--- src/epsc_pkg.sv ---
// Constants, register map and mode codes of the position and edge counter.
// Assumes a 32-bit APB slave on pclk; all users qualify names explicitly.
//
// Overview of operation
// RQ1: single-edge: count up on A rise, A leading
// RQ2: single-edge: count down on A fall, B leading
// RQ3: double-edge: step on both A edges
// RQ4: quad-edge: step on every A and B edge
// RQ5: index high in chosen phase loads reload
// RQ6: software picks the index reload phase
// RQ7: count step first, reload afterwards
// RQ8: reload done within one slow timebase period
// RQ9: keep counting from reloaded value
// RQ10: index must be high in chosen phase
// RQ11: two-pulse: A rise counts up
// RQ12: two-pulse: B rise counts down
// RQ13: count only after arming
// RQ14: sample edge captures count, never clears
// RQ15: each sample handed to DMA
// RQ16: sample clock on gate, edge selectable
// RQ17: armed aux edge starts source counting
// RQ18: aux edges ignored while interval runs
// RQ19: gate edge stops and latches count
// RQ20: aux and gate active edges selectable
// RQ21: single mode holds value, ignores edges
// RQ22: buffered mode restarts at next gate edge
// RQ23: counter is 32 bits wide
// RQ24: synchronise all pins before edge detection
package epsc_pkg;

	// ------------------------------------------------------------
	// Widths
	// ------------------------------------------------------------
	localparam int CNT_W  = 32;
	localparam int ADDR_W = 8;

	// ------------------------------------------------------------
	// Register byte offsets
	// ------------------------------------------------------------
	localparam logic [ADDR_W-1:0] OFS_CTRL   = 8'h00;
	localparam logic [ADDR_W-1:0] OFS_RELOAD = 8'h04;
	localparam logic [ADDR_W-1:0] OFS_COUNT  = 8'h08;
	localparam logic [ADDR_W-1:0] OFS_SAVE   = 8'h0c;
	localparam logic [ADDR_W-1:0] OFS_STATUS = 8'h10;

	// ------------------------------------------------------------
	// Control field positions
	// ------------------------------------------------------------
	localparam int CTRL_ARM     = 0;
	localparam int CTRL_MODE_LO = 1; // three bits
	localparam int CTRL_PH_LO   = 4; // two bits: {A,B} level
	localparam int CTRL_IDX_EN  = 6;
	localparam int CTRL_GATE_F  = 7;
	localparam int CTRL_AUX_F   = 8;
	localparam int CTRL_SRC_F   = 9;
	localparam int CTRL_W       = 10;
	localparam logic [CTRL_W-1:0] CTRL_RST = 10'h000;

	// ------------------------------------------------------------
	// Status field positions
	// ------------------------------------------------------------
	localparam int ST_RUN  = 0;
	localparam int ST_DONE = 1;

	// ------------------------------------------------------------
	// Modes
	// ------------------------------------------------------------
	typedef enum logic [2:0] {
		MODE_SINGLE_EDGE = 3'h0, // single_edge_decoding
		MODE_DOUBLE_EDGE = 3'h1, // double_edge_decoding
		MODE_QUAD_EDGE   = 3'h2, // quad_edge_decoding
		MODE_TWO_PULSE   = 3'h3,
		MODE_SEP_SINGLE  = 3'h4,
		MODE_SEP_BUF     = 3'h5
	} epsc_mode_t;

	// Separation measurement states
	typedef enum logic [1:0] {
		SEP_IDLE = 2'b00,
		SEP_RUN  = 2'b01,
		SEP_HOLD = 2'b10,
		SEP_WAIT = 2'b11
	} epsc_sep_t;

	// ------------------------------------------------------------
	// Timing: slowest timebase period bounds index reload latency
	// ------------------------------------------------------------
	localparam int CLK_PERIOD_PS   = 5000;
	localparam int SLOW_TB_PS      = 10000000; // 100 kHz timebase
	localparam int RELOAD_MAX_CYC  = SLOW_TB_PS / CLK_PERIOD_PS;
	localparam int SYNC_LAT        = 4; // pin to register update

	localparam logic [CNT_W-1:0] CNT_ONE = 32'h0000_0001;

endpackage : epsc_pkg

--- src/epsc_counter.sv ---
// Encoder position and two-signal edge-separation counter, APB slave.
// Assumes pins are asynchronous to pclk and DMA drains on dma_ready.
//
// Added by the designer: the APB slave port and the register offsets.
`timescale 1ns/1ps
`default_nettype none

module epsc_counter (
	// APB clock and reset
	input  wire logic        pclk,
	input  wire logic        presetn,
	// APB slave
	input  wire logic        psel,
	input  wire logic        penable,
	input  wire logic        pwrite,
	input  wire logic [7:0]  paddr,
	input  wire logic [31:0] pwdata,
	output var  logic [31:0] prdata,
	output logic             pready,
	output logic             pslverr,
	// Encoder and signal pins
	input  wire logic        enc_a,
	input  wire logic        enc_b,
	input  wire logic        enc_index,
	input  wire logic        gate_in,
	input  wire logic        aux_in,
	input  wire logic        source_in,
	// DMA request stream
	output logic             dma_valid,
	input  wire logic        dma_ready,
	output var  logic [31:0] dma_data
);

	// ------------------------------------------------------------
	// Input synchronisers: three stages, change on stages 2 and 3
	// ------------------------------------------------------------
	logic [2:0] sa_reg, sb_reg, sz_reg, sg_reg, sx_reg, ss_reg;
	logic       a_reg, b_reg, z_reg, g_reg, x_reg, s_reg;
	logic       a_prev_reg, b_prev_reg, g_prev_reg, x_prev_reg, s_prev_reg;

	// Filtered level holds until stages two and three agree
	function automatic logic filt(input logic [2:0] sh, input logic old);
		filt = (sh[1] == sh[2]) ? sh[2] : old;
	endfunction : filt

	// Edge detect with selectable polarity
	function automatic logic act_edge(input logic cur, input logic prev,
	                                  input logic fall);
		act_edge = fall ? (prev & ~cur) : (cur & ~prev);
	endfunction : act_edge

	// Sync chain; stage 0 only feeds stage 1
	always_ff @(posedge pclk or negedge presetn) begin
		if (!presetn) begin
			sa_reg <= 3'h0;
			sb_reg <= 3'h0;
			sz_reg <= 3'h0;
			sg_reg <= 3'h0;
			sx_reg <= 3'h0;
			ss_reg <= 3'h0;
		end else begin
			sa_reg <= {sa_reg[1:0], enc_a}; // RQ24
			sb_reg <= {sb_reg[1:0], enc_b};
			sz_reg <= {sz_reg[1:0], enc_index};
			sg_reg <= {sg_reg[1:0], gate_in};
			sx_reg <= {sx_reg[1:0], aux_in};
			ss_reg <= {ss_reg[1:0], source_in};
		end
	end

	// Clean levels and previous values of all but the index level
	always_ff @(posedge pclk or negedge presetn) begin
		if (!presetn) begin
			{a_reg, b_reg, z_reg, g_reg, x_reg, s_reg} <= 6'h00;
			{a_prev_reg, b_prev_reg, g_prev_reg} <= 3'h0;
			{x_prev_reg, s_prev_reg} <= 2'h0;
		end else begin
			a_reg      <= filt(sa_reg, a_reg); // RQ24
			b_reg      <= filt(sb_reg, b_reg);
			z_reg      <= filt(sz_reg, z_reg);
			g_reg      <= filt(sg_reg, g_reg);
			x_reg      <= filt(sx_reg, x_reg);
			s_reg      <= filt(ss_reg, s_reg);
			a_prev_reg <= a_reg;
			b_prev_reg <= b_reg;
			g_prev_reg <= g_reg;
			x_prev_reg <= x_reg;
			s_prev_reg <= s_reg;
		end
	end

	// ------------------------------------------------------------
	// Control register fields
	// ------------------------------------------------------------
	logic [epsc_pkg::CTRL_W-1:0] ctrl_reg;
	logic [epsc_pkg::CNT_W-1:0]  reload_reg;
	logic [epsc_pkg::CNT_W-1:0]  count_reg, count_next;
	logic [epsc_pkg::CNT_W-1:0]  save_reg;
	logic                        done_reg;
	epsc_pkg::epsc_sep_t         sep_reg, sep_next;

	wire logic       armed  = ctrl_reg[epsc_pkg::CTRL_ARM];
	wire logic [2:0] mode_f = ctrl_reg[epsc_pkg::CTRL_MODE_LO +: 3];
	wire logic [1:0] phase  = ctrl_reg[epsc_pkg::CTRL_PH_LO +: 2];
	wire logic       idx_en = ctrl_reg[epsc_pkg::CTRL_IDX_EN];
	wire epsc_pkg::epsc_mode_t mode = epsc_pkg::epsc_mode_t'(mode_f);

	// ------------------------------------------------------------
	// Encoder edge decoding
	// ------------------------------------------------------------
	wire logic a_rise = a_reg & ~a_prev_reg;
	wire logic a_fall = ~a_reg & a_prev_reg;
	wire logic b_rise = b_reg & ~b_prev_reg;
	wire logic b_fall = ~b_reg & b_prev_reg;
	wire logic a_chg  = a_rise | a_fall;
	wire logic b_chg  = b_rise | b_fall;
	// Direction: A leads when A edge lands with A != B, etc.
	wire logic a_dir_up = a_reg ^ b_reg;   // A edge, A leading
	wire logic b_dir_up = ~(a_reg ^ b_reg); // B edge, A leading
	wire logic is_sep = (mode == epsc_pkg::MODE_SEP_SINGLE) ||
	                    (mode == epsc_pkg::MODE_SEP_BUF);

	logic inc, dec;
	// Step decision per decoding mode
	always_comb begin
		inc = 1'b0;
		dec = 1'b0;
		case (mode)
			epsc_pkg::MODE_SINGLE_EDGE: begin
				inc = a_rise & a_dir_up;        // RQ1
				dec = a_fall & ~a_dir_up;       // RQ2
			end
			epsc_pkg::MODE_DOUBLE_EDGE: begin
				inc = a_chg & a_dir_up;         // RQ3
				dec = a_chg & ~a_dir_up;        // RQ3
			end
			epsc_pkg::MODE_QUAD_EDGE: begin
				inc = (a_chg & a_dir_up) | (b_chg & b_dir_up);   // RQ4
				dec = (a_chg & ~a_dir_up) | (b_chg & ~b_dir_up); // RQ4
			end
			epsc_pkg::MODE_TWO_PULSE: begin
				// Simultaneous rises cancel rather than drift
				inc = a_rise & ~b_rise;         // RQ11
				dec = b_rise & ~a_rise;         // RQ12
			end
			default: begin
				inc = 1'b0;
				dec = 1'b0;
			end
		endcase
	end

	// Index reload: phase is the {A,B} level pair, index high
	wire logic quad_mode = (mode == epsc_pkg::MODE_SINGLE_EDGE) ||
	                       (mode == epsc_pkg::MODE_DOUBLE_EDGE) ||
	                       (mode == epsc_pkg::MODE_QUAD_EDGE);
	wire logic reload_hit = quad_mode & idx_en & z_reg &
	                        ({a_reg, b_reg} == phase); // RQ5 RQ6

	// ------------------------------------------------------------
	// Edge separation controls
	// ------------------------------------------------------------
	wire logic gate_act = act_edge(g_reg, g_prev_reg,
	                               ctrl_reg[epsc_pkg::CTRL_GATE_F]); // RQ20
	wire logic aux_act  = act_edge(x_reg, x_prev_reg,
	                               ctrl_reg[epsc_pkg::CTRL_AUX_F]);  // RQ20
	wire logic src_act  = act_edge(s_reg, s_prev_reg,
	                               ctrl_reg[epsc_pkg::CTRL_SRC_F]);

	// Sample edge for buffered position uses the gate edge
	wire logic quad_or_tp = quad_mode | (mode == epsc_pkg::MODE_TWO_PULSE);
	wire logic sample_ev = armed & quad_or_tp & gate_act; // RQ16

	logic latch_ev;
	// Separation state machine
	always_comb begin
		sep_next = sep_reg;
		latch_ev = 1'b0;
		case (sep_reg)
			epsc_pkg::SEP_IDLE:
				if (armed && is_sep && aux_act)
					sep_next = epsc_pkg::SEP_RUN;     // RQ17
			epsc_pkg::SEP_RUN:
				// Further aux edges fall through unheeded
				if (gate_act) begin                    // RQ18
					latch_ev = 1'b1;                    // RQ19
					sep_next = (mode == epsc_pkg::MODE_SEP_BUF) ?
					           epsc_pkg::SEP_WAIT : epsc_pkg::SEP_HOLD;
				end
			epsc_pkg::SEP_HOLD:
				sep_next = epsc_pkg::SEP_HOLD;        // RQ21
			epsc_pkg::SEP_WAIT:
				if (gate_act)
					sep_next = epsc_pkg::SEP_RUN;     // RQ22
			default:
				sep_next = epsc_pkg::SEP_IDLE;
		endcase
		if (!armed || !is_sep)
			sep_next = epsc_pkg::SEP_IDLE;
	end

	// Count next value: step first, then reload overrides
	always_comb begin
		count_next = count_reg;
		if (!armed) begin
			count_next = count_reg;                 // RQ13
		end else if (is_sep) begin
			if (latch_ev || (sep_reg != epsc_pkg::SEP_RUN &&
			                 sep_next == epsc_pkg::SEP_RUN))
				count_next = '0;
			else if (sep_reg == epsc_pkg::SEP_RUN && src_act)
				count_next = count_reg + epsc_pkg::CNT_ONE;
		end else begin
			if (inc)
				count_next = count_reg + epsc_pkg::CNT_ONE; // RQ9
			else if (dec)
				count_next = count_reg - epsc_pkg::CNT_ONE;
			if (reload_hit)
				count_next = reload_reg;            // RQ7 RQ8
		end
	end

	// ------------------------------------------------------------
	// APB decode
	// ------------------------------------------------------------
	wire logic acc     = psel & penable;
	wire logic wr      = acc & pwrite;
	wire logic hit_ctl = paddr == epsc_pkg::OFS_CTRL;
	wire logic hit_rl  = paddr == epsc_pkg::OFS_RELOAD;
	wire logic hit_cnt = paddr == epsc_pkg::OFS_COUNT;
	wire logic hit_sv  = paddr == epsc_pkg::OFS_SAVE;
	wire logic hit_st  = paddr == epsc_pkg::OFS_STATUS;
	wire logic mapped  = hit_ctl | hit_rl | hit_cnt | hit_sv | hit_st;
	wire logic arm_now = wr & hit_ctl & pwdata[epsc_pkg::CTRL_ARM] & ~armed;

	assign pready  = 1'b1;
	assign pslverr = acc & ~mapped;

	logic [31:0] rd_mux;
	// Read mux; unmapped reads return zero
	always_comb begin
		rd_mux = 32'h0000_0000;
		if (hit_ctl)
			rd_mux[epsc_pkg::CTRL_W-1:0] = ctrl_reg;
		else if (hit_rl)
			rd_mux = reload_reg;
		else if (hit_cnt)
			rd_mux = count_reg;
		else if (hit_sv)
			rd_mux = save_reg;
		else if (hit_st) begin
			rd_mux[epsc_pkg::ST_RUN]  = (sep_reg == epsc_pkg::SEP_RUN);
			rd_mux[epsc_pkg::ST_DONE] = done_reg;
		end
	end

	// Read word taken in the setup cycle, so it stands through access
	always_ff @(posedge pclk or negedge presetn) begin
		if (!presetn)
			prdata <= '0;
		else if (psel && !penable)
			prdata <= rd_mux;
	end

	// Software registers
	always_ff @(posedge pclk or negedge presetn) begin
		if (!presetn) begin
			ctrl_reg   <= epsc_pkg::CTRL_RST;
			reload_reg <= '0;
		end else begin
			if (wr && hit_ctl)
				ctrl_reg <= pwdata[epsc_pkg::CTRL_W-1:0];
			if (wr && hit_rl)
				reload_reg <= pwdata;
		end
	end

	// Counter, save register and state; arming clears the count
	always_ff @(posedge pclk or negedge presetn) begin
		if (!presetn) begin
			count_reg <= '0;
			save_reg  <= '0;
			done_reg  <= 1'b0;
			sep_reg   <= epsc_pkg::SEP_IDLE;
		end else begin
			count_reg <= arm_now ? '0 : count_next; // RQ23
			sep_reg   <= sep_next;
			if (latch_ev)
				save_reg <= count_reg;              // RQ19
			// Latch wins over a same-cycle arming clear
			if (latch_ev)
				done_reg <= 1'b1;
			else if (arm_now)
				done_reg <= 1'b0;
		end
	end

	// ------------------------------------------------------------
	// DMA output: one word holding register, stalls by overwrite
	// ------------------------------------------------------------
	// No buffering: an unaccepted word is replaced by the newer one
	wire logic dma_push = sample_ev |                              // RQ14
	                      (latch_ev & (mode == epsc_pkg::MODE_SEP_BUF));

	always_ff @(posedge pclk or negedge presetn) begin
		if (!presetn) begin
			dma_valid <= 1'b0;
			dma_data  <= '0;
		end else begin
			if (dma_push) begin
				dma_valid <= 1'b1;                  // RQ15 RQ22
				dma_data  <= sample_ev ? count_next : count_reg;
			end else if (dma_ready)
				dma_valid <= 1'b0;
		end
	end
endmodule : epsc_counter

`default_nettype wire

--- config.mk ---
export PLATFORM = sky130hd
export DESIGN_NAME = epsc_counter
export DESIGN_NICKNAME = d
export VERILOG_FILES = /design/src/epsc_pkg.sv /design/src/epsc_counter.sv
export SDC_FILE = /design/constraint.sdc
export NUM_CORES = 1
export LEC_CHECK = 0
export BUFFER_PORTS_ARGS = -buffer_cell sky130_fd_sc_hd__clkbuf_2
export CAP_MARGIN = 5
export CELL_PAD_IN_SITES_DETAIL_PLACEMENT = 1
export CELL_PAD_IN_SITES_GLOBAL_PLACEMENT = 2
export CORE_MARGIN = 3
export CORE_UTILIZATION = 41
export CTS_CLUSTER_SIZE = 8
export DETAILED_ROUTE_END_ITERATION = 6
export GPL_TIMING_DRIVEN = 0
export PLACE_DENSITY_LB_ADDON = 0.1
export SYNTH_ARGS = -nofsm -noshare
export SYNTH_HDL_FRONTEND = slang
export SYNTH_SLANG_ARGS = --single-unit
--- constraint.sdc ---
create_clock -name pclk -period 6.58 [get_ports pclk]
set_clock_uncertainty 0.15 [all_clocks]
set_input_delay 0.987 -clock pclk [delete_from_list [all_inputs] [get_ports pclk]]
set_output_delay 0.987 -clock pclk [all_outputs]
set_load 0.03 [all_outputs]
==> results of run 1 <==
-- area by class of cell --
cell class                      instances  share of cell area (%)
Antenna cell                            1                  0.0188
Tap cell                              372                    3.50
Inverter                               16                   0.452
Timing Repair Buffer                  117                    4.64
Multi-Input combinational cell        865                    43.8
Clock inverter                          2                   0.104
Buffer                                101                    3.71
Clock buffer                           31                    5.52
Sequential cell                       203                    38.2
-- cells by family (layout without fill, tap and decap cells) --
kind of cell / after synthesis / in the layout / share of synthesized area, %
buf+inv: 117 / 267 / 4.83
flops: 203 / 203 / 44.4
fa+ha+maj: 11 / 11 / 1.07
mux: 108 / 108 / 11.4
compound gates: 327 / 327 / 18.9
simple gates: 374 / 374 / 16.0
other cells: 1 / 2 / 0.0327
xor+xnor: 44 / 44 / 3.37
-- through the flow --
| stage | total power, mW | instances | utilization (%) |
|---|---|---|---|
| after CTS | 3.31 | 1707 | 48.9 |
| after detailed placement | 1.98 | 1674 | 46.1 |
| after global placement | 1.96 | 1673 | 46.0 |
| after floorplan | 1.76 | 1185 | - |
| final | 3.29 | 1708 | 48.9 |
| after global routing | 3.44 | 1707 | 48.9 |
-- cells in the mapped netlist (16+ instances only) --
library cell and instances:
dfrtp_1 203, nand2_1 135, o21ai_0 92, mux2_2 88, clkbuf_1 77, nor2_1 67, a22oi_1 51, a21oi_1 47
nand3_1 36, o31ai_1 31, xnor2_1 28, nor3_1 24, nor4_1 16, xor2_1 16
-- power breakdown --
group | internal [mW] | switching [mW] | leakage (nW)
clock | 0.771 | 0.549 | 0.368
sequential | 1.32 | 0.0571 | 2.68
combinational | 0.196 | 0.402 | 2.60
total | 2.28 | 1.01 | 5.65
-- routing by layer --
layer / share of wire, % / up-vias
met1: 45 / 5436
met3: 6.9 / 109
met5: 0 / -
met4: 3.3 / 0
li1: - / 4670
met2: 45 / 435
-- path summary, 6_finish.rpt --
path                                  start  slack (ns)  cells past startpoint            to
min in group asynchronous           presetn        0.36                      1     prdata[6]
worst max register to register  ctrl_reg[7]        1.97                     10   dma_data[1]
worst min register to register    sx_reg[0]        0.20                      0     sx_reg[1]
max in group asynchronous           presetn        4.86                      2  save_reg[19]
worst min-delay path              sx_reg[0]        0.20                      0     sx_reg[1]
worst max-delay path            ctrl_reg[7]        1.97                     10   dma_data[1]
==> metrics.csv, run 1 <==
stage;metric;value;unit
outcome;status;finished clean;
setup_path;crit path buf inv count;3;
power;Pleak;5.65;nW
setup_path;Crit-path slowest cell;nor2_1;
global_route;largest net degree at the start of global routing;110;
global_route;met1 Use GR;43.4;%
die;core area;0.0272;mm^2
flow_run;Max Cap Viol;0;
setup_path;crit-path cells;nor3b_1 > o21ai_0 > nor2_1 > and3_1 > clkbuf_1 > nor2_1 > clkbuf_1 > clkbuf_1 > a22oi_1 > o21ai_0;
route;DRC viols;0;
final_layout;multi-input logic area;0.00582;mm^2
die;DIE AREA;0.0300;mm^2
route;Wirelength per Cell;27.5;um
synth;largest cells by area after synthesis;dfrtp_1 44%, mux2_2 8.7%, nand2_1 4.4%;
route;Detailed Route WL;47.0;mm
final_layout;fill count;3156;
place;routability cong.;1.00;
global_route;grt total ovfl;0;
global_route;first-pass GRT wire length;70.8;mm
timing;fin crit period;4.61;ns
clock_tree;Reg clk slew, reported paths;0.05;ns
synth;Cell Area, Synth;0.0115;mm^2
route;Iter 0 DRT Violations;1037;
setup_path;cell family with most CP delay;simple AND/OR/NAND/NOR gates;
hold_path;min-delay worst type;register to register;
clock_tree;cts repair resizes;0;
die;Rows;60;
setup_path;worst path arrival time;4.85;ns
synth;post-synthesis register bit count;203;
power;cell area power density;248;mW/mm^2
global_route;met3 usage;5.71;%
global_route;grt met2 use;48.9;%
setup_path;CP Max Fanout;10;
timing;Worst-Margin Slew;1.29;ns
timing;FMAX;0.217;GHz
clock_tree;post-CTS setup buffers;0;
global_route;initial antenna violation count;0;
synth;Synth top area share;44.4;%
place;dpl cell area;0.0125;mm^2
die;IO Count;119;
synth;Async SR Flop Fraction;100;%
setup_path;Critical Path RT;6.82;ns
clock_tree;clk buf depth;3;
die;Initial Util;42.1;%
clock_tree;clk_lat worst skew;0.56;ns
die;height of the chip;173;um
final_layout;register area;0.00508;mm^2
route;ANT nets after route;0;
timing;Final WS setup;1.97;ns
final_layout;commonest non-fill, non-tap cell in the layout;dfrtp_1;
timing;Final Hold Viols;0;
synth;syn avg cell area;9.66;um^2
synth;sequential area share after synthesis;44.4;%
setup_path;startpoint class of the critical path;register;
route;vias;10700;
power;maximum vdd drop;0.189;mV
setup_path;slowest stage delay, CP;0.93;ns
timing;final worst-path cycle share;70.1;%
clock_tree;CTS tree;built;
final_layout;cell area after layout;0.0133;mm^2
synth;Mapped Nets;1242;
clock_tree;CTS Buf Count;29;
place;DP HPWL;33.6;mm
synth;count of distinct cell types in the synthesized netlist;82;
global_route;Total GRT Usage;31.0;%
synth;EDFF count, synth;0;
die;Die W;173;um
timing;Slew HR;13.4;%
synth;Syn. warnings;0;
synth;prevailing post-synth register cell;dfrtp_1;
timing;endpoints failing setup;0;
route;vias per cell;6.24;
place;PortBufs;116;
final_layout;layout cells sized above 1;21.0;%
final_layout;Layout area overhead;16.0;%
setup_path;critical path capture point type;register;
timing;Final TNS setup;0;ns
timing;unrepaired setup endpoints after global routing;no;
setup_path;CP Class;register to register;
timing;WHS;0.195;ns
clock_tree;clock sinks;203;
final_layout;most frequent cells in the layout;203 x dfrtp_1, 135 x nand2_1, 115 x clkbuf_2, 92 x o21ai_0, 88 x mux2_2;
global_route;vias in the first global route;10900;
place;pre-CTS setup slack;2.03;ns
clock_tree;hold_buf cts;0;
synth;cell taking the most area after synthesis;dfrtp_1;
setup_path;Top cell by count, worst path;clkbuf_1;
route;Initial DRT Pass Iterations;6;
clock_tree;H-tree depth;1;
clock_tree;Clock Tree Root;clkbuf_16;
synth;Cells after Synth;1185;
timing;count of final max-slew check failures;0;
global_route;Most Used Layer, Global Route;met2;
final_layout;Final #Nets;1390;
(Power assumes the default switching activity.)
==> inputs of run 2 (changes only) <==
Settings changed: ABC_AREA set to 1, CORE_UTILIZATION 41 to 34.
Clock period 6.58 ns to 4.84 ns, I/O delays scaled along.
==> metrics.csv, run 2 <==
stage;metric;value;unit
flow_run;Max Cap Viol;0;
clock_tree;CTS tree;built;
synth;Synth top area share;42.2;%
die;Die W;194;um
timing;WHS;0.0743;ns
synth;adder-cell share of the synthesized area;1.02;%
place;PortBufs;117;
setup_path;worst path arrival time;2.35;ns
clock_tree;Reg clk slew, reported paths;0.05;ns
clock_tree;clock sinks;203;
timing;Worst-Margin Slew;0.942;ns
route;Iter 0 DRT Violations;752;
timing;final worst-path cycle share;66.7;%
global_route;vias in the first global route;12800;
timing;Final TNS setup;0;ns
route;Detailed Route WL;52.3;mm
setup_path;CP Max Fanout;10;
global_route;first-pass GRT wire length;79.7;mm
die;IO Count;119;
synth;Mapped Nets;1751;
die;core area;0.0347;mm^2
setup_path;Worst R2R End;dma_data[30];
global_route;initial antenna violation count;0;
final_layout;most frequent cells in the layout;559 x nand2_1, 203 x dfrtp_1, 163 x o21ai_0, 150 x nor2_1, 147 x inv_1;
timing;Slew HR;37.2;%
route;DRC viols;0;
timing;Final WS setup;1.61;ns
synth;Cell Area, Synth;0.0120;mm^2
synth;cell taking the most area after synthesis;dfrtp_1;
place;routability cong.;0.991;
place;pre-CTS setup slack;1.59;ns
setup_path;CP Class;input port to output pin;
final_layout;n_diodes;0;
synth;Async SR Flop Fraction;100;%
setup_path;R2R depth;15;
clock_tree;clk_lat worst skew;0.57;ns
timing;count of final max-slew check failures;0;
clock_tree;H-tree depth;1;
synth;syn avg cell area;7.11;um^2
die;DIE AREA;0.0377;mm^2
timing;FMAX;0.310;GHz
final_layout;Final #Nets;1900;
place;DP Cell Count;2267;
route;ANT nets after route;0;
power;Pleak;6.74;nW
synth;Cells after Synth;1694;
synth;post-synthesis share of cell area spent on xor and xnor gates;2.33;%
power;maximum vdd drop;0.288;mV
timing;unrepaired setup endpoints after global routing;no;
synth;post-synthesis mux area share;1.31;%
synth;prevailing post-synth register cell;dfrtp_1;
final_layout;Layout area overhead;16.1;%
clock_tree;CTS Buf Count;29;
final_layout;layout cells sized above 1;13.8;%
place;dpl cell area;0.0132;mm^2
outcome;status;finished clean;
synth;EDFF count, synth;0;
route;vias;12200;
synth;Syn. warnings;0;
die;Initial Util;34.7;%
timing;endpoints failing setup;0;
setup_path;critical path capture point type;output pin;
final_layout;Non-Filler Instances;2300;
timing;fin crit period;3.23;ns
global_route;grt total ovfl;0;
clock_tree;post-CTS setup buffers;0;
synth;Synth top cells by count;559 x nand2_1, 203 x dfrtp_1, 163 x o21ai_0;
setup_path;startpoint class of the critical path;input port;
clock_tree;Clock Tree Root;clkbuf_16;
synth;sequential area share after synthesis;42.2;%
timing;Final Hold Viols;0;
global_route;Total GRT Usage;27.5;%
route;Wirelength per Cell;22.7;um
final_layout;commonest non-fill, non-tap cell in the layout;nand2_1;
synth;count leader, synth;nand2_1;
die;height of the chip;194;um
place;DP HPWL;40.5;mm
route;Initial DRT Pass Iterations;5;
synth;Compound-Gate Fraction of Synth Area;14.6;%
synth;largest family of logic cells by synthesized area;simple AND/OR/NAND/NOR gates;
setup_path;flop2flop setup slack;1.93;ns
final_layout;Final Util;40.3;%
power;cell area power density;468;mW/mm^2
route;vias per cell;5.30;
power;Overall Power;6.54;mW
setup_path;worst reg2reg startpoint;count_reg[1];
clock_tree;cts repair resizes;0;
synth;Synth Area in Simple Gates;29.8;%
die;Rows;68;
synth;count of distinct cell types in the synthesized netlist;55;
synth;post-synthesis register bit count;203;
clock_tree;hold_buf cts;0;
setup_path;Critical Path RT;3.96;ns
final_layout;cell area after layout;0.0140;mm^2
clock_tree;clk buf depth;3;
hold_path;min-delay worst type;input port to async pin;
synth;largest cells by area after synthesis;dfrtp_1 42%, nand2_1 17%, o21ai_0 6.8%;
global_route;largest net degree at the start of global routing;109;
run 2: cell types whose count changed after synthesis, moves of 21 or more:
cell      before  now
o21ai_0       92  163
inv_1         15  147
a22oi_1       51    0
clkbuf_1      77   44
xnor2_1       28    1
nand2_1      135  559
buf_2          0   25
nand3_1       36   82
o31ai_1       31    0
a221oi_1       2   28
o21ai_1        2   29
mux2_2        88   14
a21oi_1       47   68
nor2_1        67  150
run 2: where the power goes:
part           switching (mW)  leakage, nW  total (mW)  internal, mW
clock                   0.743        0.368        1.79          1.05
combinational            1.81         3.78        2.50         0.692
sequential              0.272         2.59        2.25          1.98
run 2: cell families (layout without fill, tap and decap cells):
kind of cell	Yosys count	after routing
compound gates	317	317
xor+xnor	32	32
fa+ha+maj	11	11
buf+inv	257	408
flops	203	203
mux	14	14
other cells	1	1
simple gates	859	859
run 2: worst max-delay path, cell delays in order:
cell and delay [ns]:
clkbuf_2 0.08, or2_1 0.24, nor3_2 0.24, nand2_1 0.26, buf_1 0.35, nand4_1 0.19, nor3_1 0.06, clkbuf_2 0.21
run 2: cell type report:
cell class	count	area [um^2]
sequential	203	5080
fill	4426	20700
buffer	85	400
tap	455	569
clock inverter	2	13.8
clock buffer	31	733
multi-input combinational	1234	5910
inverter	172	646
timing repair buffer	118	622
run 2: worst max-delay path by stage:
stage	from	end	depth (start not counted)
6_report	paddr[7]	pslverr	8
5_1_grt	paddr[7]	pslverr	8
4_1_cts	paddr[7]	pslverr	8
3_5_place_dp	paddr[7]	pslverr	8
3_3_place_gp	presetn	dma_data[6]	1
2_1_floorplan	paddr[7]	pslverr	6
run 2: metal layers:
metal / track usage (%) / up-vias / part of all wire (%) / wire (um)
met4: 7.98 / 0 / 3.1 / 1600
met3: 2.69 / 75 / 4.0 / 2120
met1: 37.6 / 6109 / 46 / 23800
li1: - / 5723 / - / -
met5: 0 / - / 0 / 0
met2: 46.6 / 285 / 47 / 24800
